[config.mk]
export PLATFORM = sky130hd
export DESIGN_NAME = upsf_station_flat
export DESIGN_NICKNAME = d
export VERILOG_FILES = /design/src/pkg/upsf_pkg.sv /design/src/pkg/upsf_link_if.sv /design/src/hw/upsf_station.sv /design/src/flat_wrapper.sv
export VERILOG_INCLUDE_DIRS = /design/src /design/src/pkg
export SDC_FILE = /design/constraint.sdc
export NUM_CORES = 1
export LEC_CHECK = 0
export ABC_CLOCK_PERIOD_IN_PS = 5450
export BUFFER_PORTS_ARGS = -buffer_cell sky130_fd_sc_hd__buf_2
export CAP_MARGIN = 5
export CORE_UTILIZATION = 39
export CTS_CLUSTER_SIZE = 25
export DETAILED_ROUTE_END_ITERATION = 7
export PLACE_DENSITY = 0.65
export SYNTH_ARGS = -nofsm -noshare
export SYNTH_HDL_FRONTEND = slang
export SYNTH_SLANG_ARGS = --single-unit
[constraint.sdc]
create_clock -name sys_clk_in -period 5.45 [get_ports sys_clk_in]
set_input_delay 0.2725 -clock sys_clk_in [delete_from_list [all_inputs] [get_ports sys_clk_in]]
set_output_delay 0.2725 -clock sys_clk_in [all_outputs]
set_load 0.05 [all_outputs]
[src/pkg/upsf_cfg.svh]
// Purpose: Constants for the UDP port station filter link
// Assumes: One 10 MHz clock shared by both ends
// Notes: Addresses and ports are plain 32/16-bit values
`ifndef UPSF_CFG_SVH
`define UPSF_CFG_SVH
`define UPSF_PORT_CYCLIC 16'hf00a
`define UPSF_PORT_FIX_DISC 16'hf00b
`define UPSF_PORT_GEN_DISC 16'hb0b5
`define UPSF_PORT_GEN_MSG 16'h1392
`define UPSF_CYC_WORDS 6'h20
`define UPSF_CYC_BYTES 7'h40
`define UPSF_FIX_IP_MIN 32'h00000001
`define UPSF_FIX_IP_MAX 32'hdffffffe
`define UPSF_DEF_IP 32'hc0a80300
`define UPSF_DEF_MASK 32'hffffff00
`define UPSF_TIMEOUT_MULT 3'h5
`define UPSF_MAX_STATION 7'h40
`define UPSF_GROUP_SIZE 5'h10
`endif

[src/pkg/upsf_pkg.sv]
// Purpose: Types shared by both ends of the station filter link
// Assumes: Included constants header defines the figures
// Notes: Command kinds travel with each datagram header
package upsf_pkg;
	typedef enum logic [2:0] {
		UPSF_CMD_CYCLIC = 3'h0,
		UPSF_CMD_DISCOVER = 3'h1,
		UPSF_CMD_ASSIGN = 3'h2,
		UPSF_CMD_MONITOR = 3'h3,
		UPSF_CMD_PARAM_READ = 3'h4,
		UPSF_CMD_OPERATE = 3'h5
	} upsf_cmd_t;
	typedef logic [15:0] upsf_word_t;
endpackage

[src/pkg/upsf_link_if.sv]
// Purpose: Datagram link between master end and station end
// Assumes: Both ends on the same clock
// Notes: Header beat first, then payload bytes ending in last
`timescale 1ns/1ps
interface upsf_link_if;
	import upsf_pkg::*;
	logic hdr_valid;
	logic [31:0] src_ip;
	logic [15:0] dst_port;
	upsf_cmd_t cmd;
	logic [5:0] station;
	logic [31:0] new_ip;
	logic byte_valid;
	logic [7:0] byte_data;
	logic byte_last;
	logic rsp_valid;
	logic [7:0] rsp_data;
	logic rsp_last;
	modport master (output hdr_valid, src_ip, dst_port, cmd, station, new_ip, byte_valid,
		byte_data, byte_last, input rsp_valid, rsp_data, rsp_last);
	modport station_end (input hdr_valid, src_ip, dst_port, cmd, station, new_ip, byte_valid,
		byte_data, byte_last, output rsp_valid, rsp_data, rsp_last);
endinterface

[src/hw/upsf_station.sv]
// Purpose: Station end, sorts datagrams by port and filters sources
// Assumes: Master end sends header beat then payload bytes
// Notes: Summary of operation below
`timescale 1ns/1ps
`include "upsf_cfg.svh"
module upsf_station
	import upsf_pkg::*;
(
	// Clock and reset
	input wire logic sys_clk_in,
	input wire logic rst_n_in,
	// Link
	upsf_link_if.station_end link,
	// Configuration
	input wire logic fixed_proto_in,
	input wire logic [31:0] filter_lo_in,
	input wire logic [31:0] filter_hi_in,
	input wire logic [31:0] oper_lo_in,
	input wire logic [31:0] oper_hi_in,
	input wire logic safety_unit_in,
	// Response payload
	input wire logic tx_wr_in,
	input wire logic [4:0] tx_addr_in,
	input wire upsf_word_t tx_data_in,
	// Station state
	output logic [31:0] station_ip_out,
	output logic [31:0] subnet_mask_out,
	output logic safety_unit_conflict_alarm_out,
	// Events
	output logic rx_valid_out,
	output logic [4:0] rx_index_out,
	output upsf_word_t rx_word_out,
	output logic node_discovery_request_out,
	output logic address_assign_request_out,
	output logic assign_reject_out,
	output logic monitor_out,
	output logic param_read_out,
	output logic operate_out,
	output logic refuse_out,
	output logic drop_out
);
	typedef enum logic [1:0] {
		UPSF_S_IDLE = 2'b00,
		UPSF_S_RECV = 2'b01,
		UPSF_S_DROP = 2'b10,
		UPSF_S_RESP = 2'b11
	} upsf_sstate_t;

	upsf_word_t tx_mem [0:31];
	upsf_sstate_t state, next_state;
	logic [6:0] idx, next_idx;
	logic [7:0] lo_byte, next_lo_byte;
	logic [31:0] ip, next_ip;
	logic rx_valid, next_rx_valid;
	logic [4:0] rx_index, next_rx_index;
	upsf_word_t rx_word, next_rx_word;
	logic disc, next_disc, asg, next_asg, rej, next_rej;
	logic mon, next_mon, prd, next_prd, opr, next_opr, refu, next_refu;
	logic drop, next_drop;
	logic safe_meta, safe_sync, alarm;
	logic src_ok, oper_ok, ip_ok, disc_port;

	// Payload for answers, written by the user side
	always_ff @(posedge sys_clk_in) begin
		if (tx_wr_in) begin
			tx_mem[tx_addr_in] <= tx_data_in;
		end
	end

	// Safety unit detect is a pin, so synchronise before use
	always_ff @(posedge sys_clk_in or negedge rst_n_in) begin
		if (!rst_n_in) begin
			safe_meta <= 1'b0;
			safe_sync <= 1'b0;
		end else begin
			safe_meta <= safety_unit_in;
			safe_sync <= safe_meta;
		end
	end

	// Alarm silences the whole link instead of half-working
	assign alarm = fixed_proto_in && safe_sync;

	// Address checks on each header
	assign src_ok = (link.src_ip >= filter_lo_in) && (link.src_ip <= filter_hi_in);
	assign oper_ok = (link.src_ip >= oper_lo_in) && (link.src_ip <= oper_hi_in);
	// General protocol takes every address, fixed-cycle a bounded span
	assign ip_ok = !fixed_proto_in ||
		((link.new_ip >= `UPSF_FIX_IP_MIN) && (link.new_ip <= `UPSF_FIX_IP_MAX));
	// Each protocol keeps its own discovery port
	assign disc_port = fixed_proto_in ? (link.dst_port == `UPSF_PORT_FIX_DISC) :
		(link.dst_port == `UPSF_PORT_GEN_DISC);

	// Next state: classify header, collect or skip payload, answer cyclic
	always_comb begin
		next_state = state;
		next_idx = idx;
		next_lo_byte = lo_byte;
		next_ip = ip;
		next_rx_valid = 1'b0;
		next_rx_index = rx_index;
		next_rx_word = rx_word;
		next_disc = 1'b0;
		next_asg = 1'b0;
		next_rej = 1'b0;
		next_mon = 1'b0;
		next_prd = 1'b0;
		next_opr = 1'b0;
		next_refu = 1'b0;
		next_drop = 1'b0;
		case (state)
			UPSF_S_IDLE: begin
				if (link.hdr_valid) begin
					next_idx = 7'h00;
					if (alarm || !src_ok) begin
						next_drop = 1'b1;
					end else if (link.dst_port == `UPSF_PORT_CYCLIC &&
						link.cmd == UPSF_CMD_CYCLIC) begin
						next_state = UPSF_S_RECV;
					end else if (disc_port && link.cmd == UPSF_CMD_DISCOVER) begin
						next_disc = 1'b1;
					end else if (disc_port && link.cmd == UPSF_CMD_ASSIGN) begin
						if (ip_ok) begin
							next_asg = 1'b1;
							next_ip = link.new_ip;
						end else begin
							next_rej = 1'b1;
						end
					end else if (!fixed_proto_in && link.dst_port == `UPSF_PORT_GEN_MSG) begin
						// Reads and monitoring stay open to every permitted source
						if (link.cmd == UPSF_CMD_MONITOR) begin
							next_mon = 1'b1;
						end else if (link.cmd == UPSF_CMD_PARAM_READ) begin
							next_prd = 1'b1;
						end else if (link.cmd == UPSF_CMD_OPERATE && oper_ok) begin
							next_opr = 1'b1;
						end else begin
							next_refu = 1'b1;
						end
					end else begin
						next_drop = 1'b1;
					end
				end
			end
			UPSF_S_RECV: begin
				if (link.byte_valid) begin
					next_idx = idx + 7'h01;
					if (!idx[0]) begin
						next_lo_byte = link.byte_data;
					end else begin
						next_rx_word = {link.byte_data, lo_byte};
						next_rx_index = idx[5:1];
						next_rx_valid = 1'b1;
					end
					// Frame shorter or longer than 64 bytes is not a cyclic frame
					if (link.byte_last) begin
						next_idx = 7'h00;
						if (idx == `UPSF_CYC_BYTES - 7'h01) begin
							next_state = UPSF_S_RESP;
						end else begin
							next_drop = 1'b1;
							next_state = UPSF_S_IDLE;
						end
					end else if (idx == `UPSF_CYC_BYTES - 7'h01) begin
						next_drop = 1'b1;
						next_state = UPSF_S_DROP;
					end
				end
			end
			UPSF_S_DROP: begin
				if (link.byte_valid && link.byte_last) begin
					next_state = UPSF_S_IDLE;
				end
			end
			default: begin
				next_idx = idx + 7'h01;
				if (idx == `UPSF_CYC_BYTES - 7'h01) begin
					next_idx = 7'h00;
					next_state = UPSF_S_IDLE;
				end
			end
		endcase
	end

	// Register the station state
	always_ff @(posedge sys_clk_in or negedge rst_n_in) begin
		if (!rst_n_in) begin
			state <= UPSF_S_IDLE;
			idx <= 7'h00;
			lo_byte <= 8'h00;
			ip <= `UPSF_DEF_IP;
			rx_valid <= 1'b0;
			rx_index <= 5'h00;
			rx_word <= 16'h0000;
			disc <= 1'b0;
			asg <= 1'b0;
			rej <= 1'b0;
			mon <= 1'b0;
			prd <= 1'b0;
			opr <= 1'b0;
			refu <= 1'b0;
			drop <= 1'b0;
		end else begin
			state <= next_state;
			idx <= next_idx;
			lo_byte <= next_lo_byte;
			ip <= next_ip;
			rx_valid <= next_rx_valid;
			rx_index <= next_rx_index;
			rx_word <= next_rx_word;
			disc <= next_disc;
			asg <= next_asg;
			rej <= next_rej;
			mon <= next_mon;
			prd <= next_prd;
			opr <= next_opr;
			refu <= next_refu;
			drop <= next_drop;
		end
	end

	// Answer bytes, low byte of each word first
	assign link.rsp_valid = (state == UPSF_S_RESP);
	assign link.rsp_data = idx[0] ? tx_mem[idx[5:1]][15:8] : tx_mem[idx[5:1]][7:0];
	assign link.rsp_last = (state == UPSF_S_RESP) && (idx == `UPSF_CYC_BYTES - 7'h01);

	// User side outputs
	assign station_ip_out = ip;
	assign subnet_mask_out = `UPSF_DEF_MASK;
	assign safety_unit_conflict_alarm_out = alarm;
	assign rx_valid_out = rx_valid;
	assign rx_index_out = rx_index;
	assign rx_word_out = rx_word;
	assign node_discovery_request_out = disc;
	assign address_assign_request_out = asg;
	assign assign_reject_out = rej;
	assign monitor_out = mon;
	assign param_read_out = prd;
	assign operate_out = opr;
	assign refuse_out = refu;
	assign drop_out = drop;
endmodule // upsf_station

[src/flat_wrapper.sv]
// flat-port wrapper written by rule: the top's interface ports become plain ports
module upsf_station_flat import upsf_pkg::*;
  (sys_clk_in, rst_n_in, fixed_proto_in, filter_lo_in, filter_hi_in, oper_lo_in, oper_hi_in, safety_unit_in, tx_wr_in, tx_addr_in, tx_data_in, station_ip_out, subnet_mask_out, safety_unit_conflict_alarm_out, rx_valid_out, rx_index_out, rx_word_out, node_discovery_request_out, address_assign_request_out, assign_reject_out, monitor_out, param_read_out, operate_out, refuse_out, drop_out, link_hdr_valid, link_src_ip, link_dst_port, link_cmd, link_station, link_new_ip, link_byte_valid, link_byte_data, link_byte_last, link_rsp_valid, link_rsp_data, link_rsp_last);
  upsf_link_if link_i ();
  input wire logic sys_clk_in;
  input wire logic rst_n_in;
  input wire logic fixed_proto_in;
  input wire logic [31:0] filter_lo_in;
  input wire logic [31:0] filter_hi_in;
  input wire logic [31:0] oper_lo_in;
  input wire logic [31:0] oper_hi_in;
  input wire logic safety_unit_in;
  input wire logic tx_wr_in;
  input wire logic [4:0] tx_addr_in;
  input wire upsf_word_t tx_data_in;
  output logic [31:0] station_ip_out;
  output logic [31:0] subnet_mask_out;
  output logic safety_unit_conflict_alarm_out;
  output logic rx_valid_out;
  output logic [4:0] rx_index_out;
  output upsf_word_t rx_word_out;
  output logic node_discovery_request_out;
  output logic address_assign_request_out;
  output logic assign_reject_out;
  output logic monitor_out;
  output logic param_read_out;
  output logic operate_out;
  output logic refuse_out;
  output logic drop_out;
  input wire logic [$bits(link_i.hdr_valid)-1:0] link_hdr_valid;
  input wire logic [$bits(link_i.src_ip)-1:0] link_src_ip;
  input wire logic [$bits(link_i.dst_port)-1:0] link_dst_port;
  input wire logic [$bits(link_i.cmd)-1:0] link_cmd;
  input wire logic [$bits(link_i.station)-1:0] link_station;
  input wire logic [$bits(link_i.new_ip)-1:0] link_new_ip;
  input wire logic [$bits(link_i.byte_valid)-1:0] link_byte_valid;
  input wire logic [$bits(link_i.byte_data)-1:0] link_byte_data;
  input wire logic [$bits(link_i.byte_last)-1:0] link_byte_last;
  output wire logic [$bits(link_i.rsp_valid)-1:0] link_rsp_valid;
  output wire logic [$bits(link_i.rsp_data)-1:0] link_rsp_data;
  output wire logic [$bits(link_i.rsp_last)-1:0] link_rsp_last;
  assign link_i.hdr_valid = link_hdr_valid;
  assign link_i.src_ip = link_src_ip;
  assign link_i.dst_port = link_dst_port;
  assign link_i.cmd = link_cmd;
  assign link_i.station = link_station;
  assign link_i.new_ip = link_new_ip;
  assign link_i.byte_valid = link_byte_valid;
  assign link_i.byte_data = link_byte_data;
  assign link_i.byte_last = link_byte_last;
  assign link_rsp_valid = link_i.rsp_valid;
  assign link_rsp_data = link_i.rsp_data;
  assign link_rsp_last = link_i.rsp_last;
  upsf_station u_core (.sys_clk_in(sys_clk_in), .rst_n_in(rst_n_in), .link(link_i), .fixed_proto_in(fixed_proto_in), .filter_lo_in(filter_lo_in), .filter_hi_in(filter_hi_in), .oper_lo_in(oper_lo_in), .oper_hi_in(oper_hi_in), .safety_unit_in(safety_unit_in), .tx_wr_in(tx_wr_in), .tx_addr_in(tx_addr_in), .tx_data_in(tx_data_in), .station_ip_out(station_ip_out), .subnet_mask_out(subnet_mask_out), .safety_unit_conflict_alarm_out(safety_unit_conflict_alarm_out), .rx_valid_out(rx_valid_out), .rx_index_out(rx_index_out), .rx_word_out(rx_word_out), .node_discovery_request_out(node_discovery_request_out), .address_assign_request_out(address_assign_request_out), .assign_reject_out(assign_reject_out), .monitor_out(monitor_out), .param_read_out(param_read_out), .operate_out(operate_out), .refuse_out(refuse_out), .drop_out(drop_out));
endmodule
==> results by group, run 1 <==
STA
  – Max-slew violation count: 0
  – Tightest Pin Transition: 1040 ps
  – Headroom to the max-slew limit: a little under a third
  – RSZ-0062 raised after global routing: no
  – Final-report hold violation count: 0
  – Clock Skew: 7.35 ps
  – Fin Setup TNS: 0 ps
  – Final Cycle Share: about three quarters
  – FMAX: 239 MHz
  – Min Tclk post-route: 4190 ps
  – Final setup viols: 0

Synthesis
  – Synth area leaders: edfxtp_1 58%, mux4_2 14%, dfrtp_1 7.0%, ha_1 6.2%, inv_1 1.8%
  – Unique masters post-synth: 62
  – Sequential fraction of the synthesis area: between 60% and 70%
  – Synth warn: 0
  – Share of flip-flops with an asynchronous set or reset: 13.7%
  – Mapped Avg Cell Area: 17.0 um^2
  – Post-synth top area cell: edfxtp_1
  – Cell Area, Synth: 26,600 um^2
  – EDFF count, synth: 512
  – Synth Instances: 1,568
  – Synth top cells by count: 512 x edfxtp_1, 168 x mux4_2, 131 x ha_1
  – Primary FF master, synth: edfxtp_1
  – Most frequent cell after synthesis: edfxtp_1
  – Flip-flop and latch count after synthesis: around 590
  – Synth top area share: 57.7%

Power
  – Pwr Density: slightly above 300 nW/um^2
  – Peak VDD IR: 332 uV
  – Pleak: 12.2 nW
  – Final Power: 9.57 mW

Worst setup path
  – Critical Path RT: 5180 ps
  – Reg2reg end: u_core.station_ip_out[28]$_DFFE_PN0P_
  – Max incr delay on CP: about 880 ps
  – Crit path kind: reg -> out
  – Worst Path Max Fanout: 50
  – Arrival time worst endpoint: 3910 ps
  – Endpoint class of the critical path: output port
  – Reg-to-reg setup timing slack: 2510 ps
  – Worst r2r src: u_core.safe_sync$_DFF_PN0_
  – CP most frequent cell: mux4_2
  – CP Launch Type: flop
  – Crit-path cells: buf_12 -> mux4_2 -> mux4_2 -> mux4_2 -> buf_2
  – Path depth of the worst reg2reg path: 7
  – Critical-path top delay cell: dfrtp_4

CTS
  – Post-CTS Setup Inserts: 0
  – CTS Sinks: 593
  – Clk slew on worst S/H paths: 60 ps
  – TritonCTS clock tree: yes
  – Root Driver: clkbuf_16
  – Longest Clk Path Bufs: 3
  – Clk_lat worst skew: between 600 and 700 ps
  – Cts bufs inserted: 59
  – H-tree depth: 2

GRT
  – Global-route wire length before repair: a little over 100 mm
  – GRT Total Usage: 19.6%
  – GRT overflow: 0
  – Initial antenna violation count: 9
  – Vias in the first global route: 16,418
  – Pin count of the biggest net entering global routing: 82

Min path
  – Hold path cells: 3
  – Hold Startpoint: link_byte_last
  – Hold EP: u_core.drop_out$_DFF_PN0_
  – Hold WC Path Type: in -> reg

Routing
  – Vias: 15,581
  – DRT iter0 DRCs: between 1,000 and 1,500
  – Post-route ant nets: 0
  – Routed WL: 68.2 mm
  – Drt first pass iters: 8
  – # DRC: 0
  – DR WL/cell: 23.5 um
  – Via/cell ratio: 5.36

Final layout
  – NumNets Final: 2,369
  – Diode count: 0
  – # fillers: approximately 5,700
  – Util after Layout: 47.1%
  – Non-filler instance count after layout: 2,905
  – Share of cells above drive strength 1: 33.4%
  – P&R area growth vs syn: 19.1%

Floorplan
  – Ports: 359
  – Initial Util: 39.5%
  – Area of the core: 67,400 um^2
  – Die area: 69,300 um^2
  – Row count: 95
  – Die height: 263 um
  – Chip width: 263 um

Placement
  – Port bufs: 320
  – HPWL after DPL: approximately 45 mm
  – GP Congestion: 0.884
  – Dpl cells: 2,750

Flow run
  – Max-cap violations: 0

Run status
  – Status: finished, final reports clean
[cell type report]
type / count / area (um^2) / share of cell area (%)
inverter: 130 / 488 / 1.54
multi-input combinational: 792 / 8360 / 26.4
sequential: 593 / 17400 / 54.9
clock buffer: 75 / 1570 / 4.94
tap: 873 / 1090 / 3.44
timing repair buffer: 408 / 2420 / 7.62
clock inverter: 34 / 373 / 1.18
[layer usage]
metal  vias to the layer above  global-route usage, %  part of all wire [%]
met5                         -                      0                  0.15
met1                      7897                   24.0                    39
li1                       6913                      -                     -
met3                       150                   4.24                   6.6
met2                       605                   34.4                    51
met4                        16                   6.34                   3.4
[worst max-delay path by stage]
stage | slack (ps) | start | endpoint | cells past startpoint
finish | 1260 | u_core.idx[1]$_DFFE_PN0P_ | link_rsp_data[6] | 5
global route | 1050 | u_core.idx[1]$_DFFE_PN0P_ | link_rsp_data[6] | 5
CTS | 1160 | u_core.idx[1]$_DFFE_PN0P_ | link_rsp_data[4] | 5
detailed placement | 1830 | u_core.idx[1]$_DFFE_PN0P_ | link_rsp_data[4] | 5
global placement | 1830 | u_core.idx[1]$_DFFE_PN0P_ | link_rsp_data[4] | 5
floorplan | 2200 | u_core.idx[1]$_DFFE_PN0P_ | link_rsp_data[7] | 6
[logic make-up (layout without fill, tap and decap cells)]
group / Yosys count / after routing / share of synthesized area, %
AO/OA/AOI/OAI: 124 / 124 / 2.96
buffers and inverters: 213 / 647 / 3.66
other: 2 / 32 / 0.0282
adder cells (fa/ha/maj): 131 / 131 / 6.15
AND/OR/NAND/NOR: 296 / 296 / 5.47
multiplexers: 208 / 208 / 16.3
XOR/XNOR: 1 / 1 / 0.0329
flip-flops: 593 / 593 / 65.4
[flip-flops by register name, summed over array words and instances, names as in the netlist]
signal / count
u_core.param_read_out: 1
u_core.safe_meta: 1
u_core.address_assign_request_out: 1
u_core.rx_word_out: 16
u_core.operate_out: 1
u_core.lo_byte: 8
u_core.safe_sync: 1
u_core.drop_out: 1
u_core.node_discovery_request_out: 1
u_core.assign_reject_out: 1
u_core.rx_index_out: 5
u_core.tx_mem: 512
u_core.idx: 7
u_core.rx_valid_out: 1
u_core.refuse_out: 1
u_core.state: 2
u_core.station_ip_out: 32
u_core.monitor_out: 1
[timing repair]
| item | 4_1_cts | 5_1_grt |
|---|---|---|
| hold buffers | 46 | 0 |
| endpoints found under the hold margin | 127 | 0 |
| resized for setup | 0 | 0 |
[per-stage QoR]
step	hold slack (ps)	worst slack [ps]	cell area (um^2)
final	36.2	1260	31700
after detailed placement	343	1830	29300
after global placement	333	1830	29300
after global routing	36.7	1050	31700
after floorplan	-23.1	2200	26700
after CTS	10.1	1160	31700
[worst max-delay path, delay by kind of cell (launching register included)]
| family | cells | cell delay (ps) |
|---|---|---|
| muxes | 3 | 1680 |
| DFF | 1 | 880 |
| buffers and inverters | 2 | 680 |
[layout by cell type, fill, tap and decap left out, types with 32 or more instances in the layout]
cell type,synthesis,layout
conb_1,2,32
edfxtp_1,512,512
nand2_1,110,110
buf_4,32,40
dlygate4sd3_1,0,46
mux4_2,168,168
ha_1,131,131
clkbuf_16,0,59
inv_1,130,130
nor2_1,57,57
dfrtp_1,74,70
a21oi_1,43,43
buf_2,0,319
[report_power, final]
group | internal, mW | switching [mW]
combinational | 0.208 | 0.365
sequential | 4.98 | 0.00975
clock | 2.28 | 1.72
(Power assumes the default switching activity.)
==> run 2, diff against run 1 <==
--- a/config.mk
+++ b/config.mk
@@ -6,7 +6,7 @@
 export SDC_FILE = /design/constraint.sdc
 export NUM_CORES = 1
 export LEC_CHECK = 0
-export ABC_CLOCK_PERIOD_IN_PS = 5450
+export ABC_CLOCK_PERIOD_IN_PS = 4230
 export BUFFER_PORTS_ARGS = -buffer_cell sky130_fd_sc_hd__buf_2
 export CAP_MARGIN = 5
 export CORE_UTILIZATION = 39
==> constraint.sdc (replaced) <==
create_clock -name sys_clk_in -period 4.23 [get_ports sys_clk_in]
set_input_delay 0.2115 -clock sys_clk_in [delete_from_list [all_inputs] [get_ports sys_clk_in]]
set_output_delay 0.2115 -clock sys_clk_in [all_outputs]
set_load 0.05 [all_outputs]
==> run 2 against run 1 <==
Worst setup slack worse by 880 ps; core utilization is 0.14 points higher; die area unchanged; critical path depth is the same; count of clock-buffer cells in the layout decreased by 11; sequential power increased by 29%; combinational power increased by 30%; global-route usage about the same.
==> results by group, run 2 (synthesis gave the netlist of run 1 again) <==
STA
  – Clock Skew: 5.42 ps (-1.93 ps)
  – Final-report hold violation count: 0 (unchanged)
  – RSZ-0062 raised after global routing: no
  – Fin Setup TNS: 0 ps (unchanged)
  – Min setup slack post-route: 386 ps (-877 ps)
  – Min Tclk post-route: 3840 ps
  – Final setup viols: 0 (unchanged)
  – Tightest Pin Transition: 1060 ps (+20.4 ps)
  – Headroom to the max-slew limit: 29.5% (-1.4 points)
  – Max-slew violation count: 0 (unchanged)
  – Final Cycle Share: approximately nine tenths
  – FMAX: 260 MHz

Power
  – Peak VDD IR: 385 uV (+16%)
  – Pleak: 12.2 nW (+0.43%)
  – Final Power: 12.2 mW (+27%)
  – Pwr Density: 382 nW/um^2 (+27%)

CTS
  – Post-CTS Setup Inserts: 0 (unchanged)
  – Post_cts resized: 0 (unchanged)
  – Hold Buf Count CTS: 51 (+11%)
  – Clk slew on worst S/H paths: 60 ps (about the same)
  – Cts bufs inserted: 57 (-3.4%)
  – Clk_lat worst skew: 600 ps (about the same)
  – TritonCTS clock tree: yes
  – Root Driver: clkbuf_16
  – Longest Clk Path Bufs: 3 (unchanged)
  – CTS Sinks: 593 (unchanged)
  – H-tree depth: 2 (unchanged)

Placement
  – Dpl cells: 2,761 (+0.40%)
  – Port bufs: 320 (unchanged)
  – Setup WS pre-CTS: 608 ps (-1230 ps)
  – GP Congestion: 0.885 (about the same)
  – HPWL after DPL: 46.0 mm (+1.5%)

Final layout
  – Reg with most FFs: u_core.tx_mem
  – NumNets Final: 2,383 (+0.59%)
  – Number of flip-flops in the largest register: 512 (unchanged)
  – Most common cell after layout, fill and taps aside: edfxtp_1
  – Most frequent cells in the layout: 512 x edfxtp_1, 319 x buf_2, 168 x mux4_2
  – P&R area growth vs syn: 19.4%
  – Share of cells above drive strength 1: 33.5% (+0.11 points)
  – Non-filler instance count after layout: 2,920 (+0.52%)
  – Util after Layout: 47.2% (+0.14 points)

Floorplan
  – Row count: 95 (unchanged)
  – Die height: 263 um (unchanged)
  – Area of the core: 67,400 um^2 (unchanged)
  – Die area: 69,300 um^2 (unchanged)
  – Ports: 359 (unchanged)
  – Initial Util: 39.5% (unchanged)
  – Chip width: 263 um (unchanged)

GRT
  – Pin count of the biggest net entering global routing: 82 (unchanged)
  – GRT overflow: 0 (unchanged)
  – GRT Total Usage: 19.6% (about the same)
  – Global-route wire length before repair: 102 mm (+0.28%)
  – Vias in the first global route: 16,493 (+0.46%)
  – Initial antenna violation count: 12 (+3)

Worst setup path
  – Crit path kind: reg -> out
  – Critical-path top delay cell: dfrtp_4
  – CP most frequent cell: mux4_2
  – Worst Path Max Fanout: 28 (-44%)
  – Path depth of the worst reg2reg path: 8 (+1)
  – Critical Path RT: 4020 ps (-1160 ps)
  – Arrival time worst endpoint: 3630 ps (-280 ps)
  – CP Launch Type: flop
  – Endpoint class of the critical path: output port
  – Worst r2r src: u_core.safe_sync$_DFF_PN0_
  – Reg-to-reg setup timing slack: 1360 ps (-1150 ps)
  – Max incr delay on CP: 800 ps (-80 ps)
  – Crit-path cells: buf_4 -> mux4_2 -> mux4_2 -> mux4_2 -> buf_2
  – Reg2reg end: u_core.station_ip_out[2]$_DFFE_PN0P_

Run status
  – Status: finished, final reports clean

Routing
  – Routed WL: 68.4 mm (+0.28%)
  – DR WL/cell: 23.4 um (-0.24%)
  – Drt first pass iters: 5 (-3)
  – Post-route ant nets: 0 (unchanged)
  – DRT iter0 DRCs: 1,296 (+5.4%)
  – Via/cell ratio: 5.39 (+0.51%)
  – # DRC: 0 (unchanged)
  – Vias: 15,741 (+1.0%)

Flow run
  – Max-cap violations: 0 (unchanged)

Min path
  – Hold path cells: 1 (-2)
  – Hold EP: u_core.tx_mem[13][1]$_DFFE_PP_
  – Hold Startpoint: tx_data_in[1]
  – Hold WC Path Type: in -> reg
==> run 2: cell count changes in the layout (fill, tap and decap cells not counted), moves of 2 or more <==
| cell | change |
|---|---|
| buf_4 | +7 |
| clkbuf_16 | -2 |
| buf_12 | +4 |
| dlygate4sd3_1 | +5 |
| clkbuf_8 | -3 |
| clkbuf_1 | -6 |
| clkinv_1 | +8 |
==> run 2: worst max-delay path by stage <==
| stage | from | end | slack (ps) | cells past startpoint |
|---|---|---|---|---|
| 2_1_floorplan | u_core.idx[1]$_DFFE_PN0P_ | link_rsp_data[7] | 1040 | 6 |
| 3_3_place_gp | link_src_ip[0] | u_core.station_ip_out[28]$_DFFE_PN0P_ | 700 | 13 |
| 3_5_place_dp | link_src_ip[0] | u_core.station_ip_out[31]$_DFFE_PN1P_ | 610 | 13 |
| 4_1_cts | u_core.idx[1]$_DFFE_PN0P_ | link_rsp_data[1] | 290 | 5 |
| 5_1_grt | u_core.idx[1]$_DFFE_PN0P_ | link_rsp_data[1] | 210 | 5 |
| 6_report | u_core.idx[1]$_DFFE_PN0P_ | link_rsp_data[1] | 390 | 5 |
==> run 2: worst max-delay path, delay by kind of cell (launching register included) <==
family                 cells  cell delay, ps
flip-flops                 1             800
multiplexers               3            1590
buffers and inverters      2             600
==> run 2: power by group <==
part | internal (mW) | switching, mW | leakage, nW
clock | 2.79 | 2.19 | 0.896
combinational | 0.271 | 0.473 | 5.64
sequential | 6.42 | 0.0133 | 5.70
total | 9.48 | 2.67 | 12.2
==> run 2: per-stage QoR <==
step           area, um^2  hold slack, ps
2_1_floorplan       26700           -84.1
3_3_place_gp        29400             325
3_5_place_dp        29400             336
4_1_cts             31800            55.8
6_report            31800            89.9
5_1_grt             31800            95.6
==> run 2: layout make-up <==
cell class	count	area (um^2)
Antenna cell	1	2.50
Clock buffer	64	1450
Clock inverter	43	398
Fill cell	5774	35600
Inverter	130	488
Multi-Input combinational cell	792	8360
Sequential cell	593	17400
Tap cell	873	1090
Timing Repair Buffer	424	2600
==> run 2: layer usage <==
layer | up-vias | wire [um] | track usage (%) | part of all wire [%]
li1 | 6948 | - | - | -
met1 | 8027 | 27300 | 24.7 | 40
met2 | 628 | 34400 | 34.1 | 50
met3 | 122 | 4720 | 4.09 | 6.9
met4 | 16 | 1840 | 5.58 | 2.7
met5 | - | 107 | 0 | 0.16
==> run 3, diff against run 2 <==
--- a/config.mk
+++ b/config.mk
@@ -10,6 +10,7 @@
 export BUFFER_PORTS_ARGS = -buffer_cell sky130_fd_sc_hd__buf_2
 export CAP_MARGIN = 5
 export CORE_UTILIZATION = 39
+export CTS_BUF_LIST = sky130_fd_sc_hd__clkbuf_4 sky130_fd_sc_hd__clkbuf_8
 export CTS_CLUSTER_SIZE = 25
 export DETAILED_ROUTE_END_ITERATION = 7
 export PLACE_DENSITY = 0.65
==> constraint.sdc (replaced) <==
create_clock -name sys_clk_in -period 4.23 [get_ports sys_clk_in]
set_input_delay 0.846 -clock sys_clk_in [delete_from_list [all_inputs] [get_ports sys_clk_in]]
set_output_delay 0.846 -clock sys_clk_in [all_outputs]
set_load 0.05 [all_outputs]
==> run 3 against run 2 <==
Critical path depth is 1 higher; fmax is 8.1% lower; largest power group unchanged; global-route usage is 0.52 points higher.
==> results by group, run 3 (synthesis gave the netlist of run 1 again) <==
Run status
  – Status: finished, final reports clean

Worst setup path
  – Worst Path Max Fanout: 5 (-82%)
  – Max incr delay on CP: 590 ps (-210 ps)
  – Crit path kind: reg -> out
  – CP top delay family: multiplexers
  – CP Depth: 6 (+1)
  – Crit-path cells: buf_6 -> buf_16 -> mux4_2 -> mux4_2 -> mux4_2 -> buf_8
  – Arrival time worst endpoint: 3340 ps (-290 ps)
  – CP most frequent cell: mux4_2
  – Critical Path RT: 3380 ps (-640 ps)
  – Path depth of the worst reg2reg path: 9 (+1)
  – Buffers & Inverters on Critical Path: 3 (+1)
  – Critical-path top delay cell: mux4_2
  – Endpoint class of the critical path: output port
  – CP Launch Type: flop

STA
  – Min setup slack post-route: 47.1 ps (-339 ps)
  – Clock Skew: 18.8 ps (+13.4 ps)
  – Worst hold slack: 277 ps (+187 ps)
  – Max-slew violation count: 0 (unchanged)
  – Tightest Pin Transition: 1020 ps (-39.6 ps)
  – Final setup viols: 0 (unchanged)
  – FMAX: 239 MHz (-8.1%)
  – Final Cycle Share: 98.9% (+8.0 points)
  – Min Tclk post-route: 4180 ps (+339 ps)
  – Headroom to the max-slew limit: 32.1% (+2.6 points)
  – RSZ-0062 raised after global routing: yes
  – Final-report hold violation count: 0 (unchanged)

Final layout
  – NumNets Final: 2,395 (+0.50%)
  – # fillers: 5,755 (-0.33%)
  – P&R area growth vs syn: 19.1%
  – Seq. cell area: 17,400 um^2 (unchanged)
  – Most common cell after layout, fill and taps aside: edfxtp_1
  – Final instance area: 31,700 um^2 (-0.30%)
  – Share of cells above drive strength 1: 37.2% (+3.7 points)
  – Most frequent cells in the layout: 512 x edfxtp_1, 311 x buf_2, 168 x mux4_2
  – Area of the multi-input gates: 8360 um^2 (unchanged)
  – Number of flip-flops in the largest register: 512 (unchanged)
  – Reg with most FFs: u_core.tx_mem

Power
  – Internal: 9.06 mW (-4.4%)
  – Clock power share: 39.2% (-1.7 points)
  – Peak VDD IR: 303 uV (-21%)
  – Logic pwr share: 6.0% (about the same)
  – Seq pwr share: 54.7% (+1.8 points)
  – Pwr Density: 371 nW/um^2 (-3.0%)
  – Psw: 2.69 mW (+0.72%)
  – Sw frac: 22.9% (+0.91 points)
  – Pleak: 12.3 nW (+0.47%)

CTS
  – CTS Sinks: 593 (unchanged)
  – Clk slew on worst S/H paths: 70 ps (about the same)
  – Clk_lat worst skew: 670 ps (+70 ps)
  – Root Driver: clkbuf_8
  – Longest Clk Path Bufs: 3 (unchanged)
  – TritonCTS clock tree: yes
  – Cts bufs inserted: 92 (+61%)
  – H-tree depth: 3 (+1)

Routing
  – DRT iter0 DRCs: 1,150 (-11%)
  – Drt first pass iters: 5 (unchanged)
  – DR WL/cell: 23.8 um (+1.6%)
  – Post-route ant nets: 0 (unchanged)
  – Routed WL: 70.2 mm (+2.7%)
  – Via/cell ratio: 5.39 (about the same)
  – # DRC: 0 (unchanged)
  – Vias: 15,914 (+1.1%)

GRT
  – GRT busiest layer: met2
  – GRT overflow: 0 (unchanged)
  – GRT Total Usage: 20.1% (+0.52 points)
  – Pin count of the biggest net entering global routing: 82 (unchanged)
  – Initial antenna violation count: 12 (unchanged)
  – Global-route wire length before repair: 103 mm (+1.0%)
  – Met2 GRT Util: 34.2% (+0.14 points)
  – GRT met3 Usage: 4.96% (+0.87 points)
  – Vias in the first global route: 16,644 (+0.92%)
  – Met1 Use GR: 24.7% (+0.049 points)

Floorplan
  – Die height: 263 um (unchanged)
  – Chip width: 263 um (unchanged)
  – Row count: 95 (unchanged)
  – Initial Util: 39.5% (unchanged)
  – Ports: 359 (unchanged)
  – Area of the core: 67,400 um^2 (unchanged)
  – Die area: 69,300 um^2 (unchanged)

Placement
  – HPWL after DPL: 46.4 mm (+0.84%)
  – Setup WS pre-CTS: 348 ps (-260 ps)
  – Port bufs: 320 (unchanged)
  – GP Congestion: 0.895 (+1.1%)
  – Placed Area: 29,600 um^2 (+0.41%)

Min path
  – Hold path cells: 1 (unchanged)
  – Hold WC Path Type: in -> reg

Flow run
  – Max-cap violations: 0 (unchanged)
[run 3: power groups by stage]
stage / Combinational (mW) / Sequential [mW] / Clock [mW]
after floorplan: 0.356 / 6.55 / 0
after global placement: 0.681 / 6.55 / 0
after detailed placement: 0.706 / 6.56 / 0
after CTS: 0.710 / 6.44 / 4.72
after global routing: 0.783 / 6.44 / 4.96
final: 0.707 / 6.44 / 4.61
[run 3: area by class of cell]
type / count / area share [%]
inverters: 130 / 1.54
flip-flops and latches: 593 / 54.9
clock buffers: 125 / 4.87
well taps: 873 / 3.44
repair buffers: 401 / 8.16
diodes: 1 / 0.00789
clock inverters: 36 / 0.702
multi-input cells: 792 / 26.4
[run 3: path summary, 6_finish.rpt]
kind | startpoint | end | slack [ps]
max | u_core.idx[1]$_DFFE_PN0P_ | link_rsp_data[1] | 50
max in group asynchronous | rst_n_in | u_core.idx[1]$_DFFE_PN0P_ | 3110
min in group asynchronous | rst_n_in | u_core.monitor_out$_DFF_PN0_ | 350
max reg2reg | u_core.idx[1]$_DFFE_PN0P_ | u_core.idx[2]$_DFFE_PN0P_ | 1410
min reg2reg | u_core.safe_meta$_DFF_PN0_ | u_core.safe_sync$_DFF_PN0_ | 360
min | safety_unit_in | u_core.safe_meta$_DFF_PN0_ | 280
[run 3: stage by stage]
stage	setup TNS (ps)	total power [mW]	instances	utilization, %
2_1_floorplan	0	6.91	1598	-
3_3_place_gp	0	7.23	2772	43.9
3_5_place_dp	0	7.26	2772	43.9
4_1_cts	-40.6	11.9	2947	46.9
5_1_grt	-29.2	12.2	2951	47.1
6_report	0	11.8	2951	47.1
[run 3: routing by layer]
layer	up-vias	share of wire (%)	routed length (um)
met4	20	3.3	2320
met5	-	0.19	136
met1	8069	39	27400
li1	6992	-	-
met3	138	7.6	5330
met2	695	50	35000
[run 3: timing repair]
action,4_1_cts,5_1_grt
cloned,5,3
hold buffers,0,0
pin swaps,0,0
buffers inserted,9,1
resized for setup,23,11
setup endpoints to repair,8,7
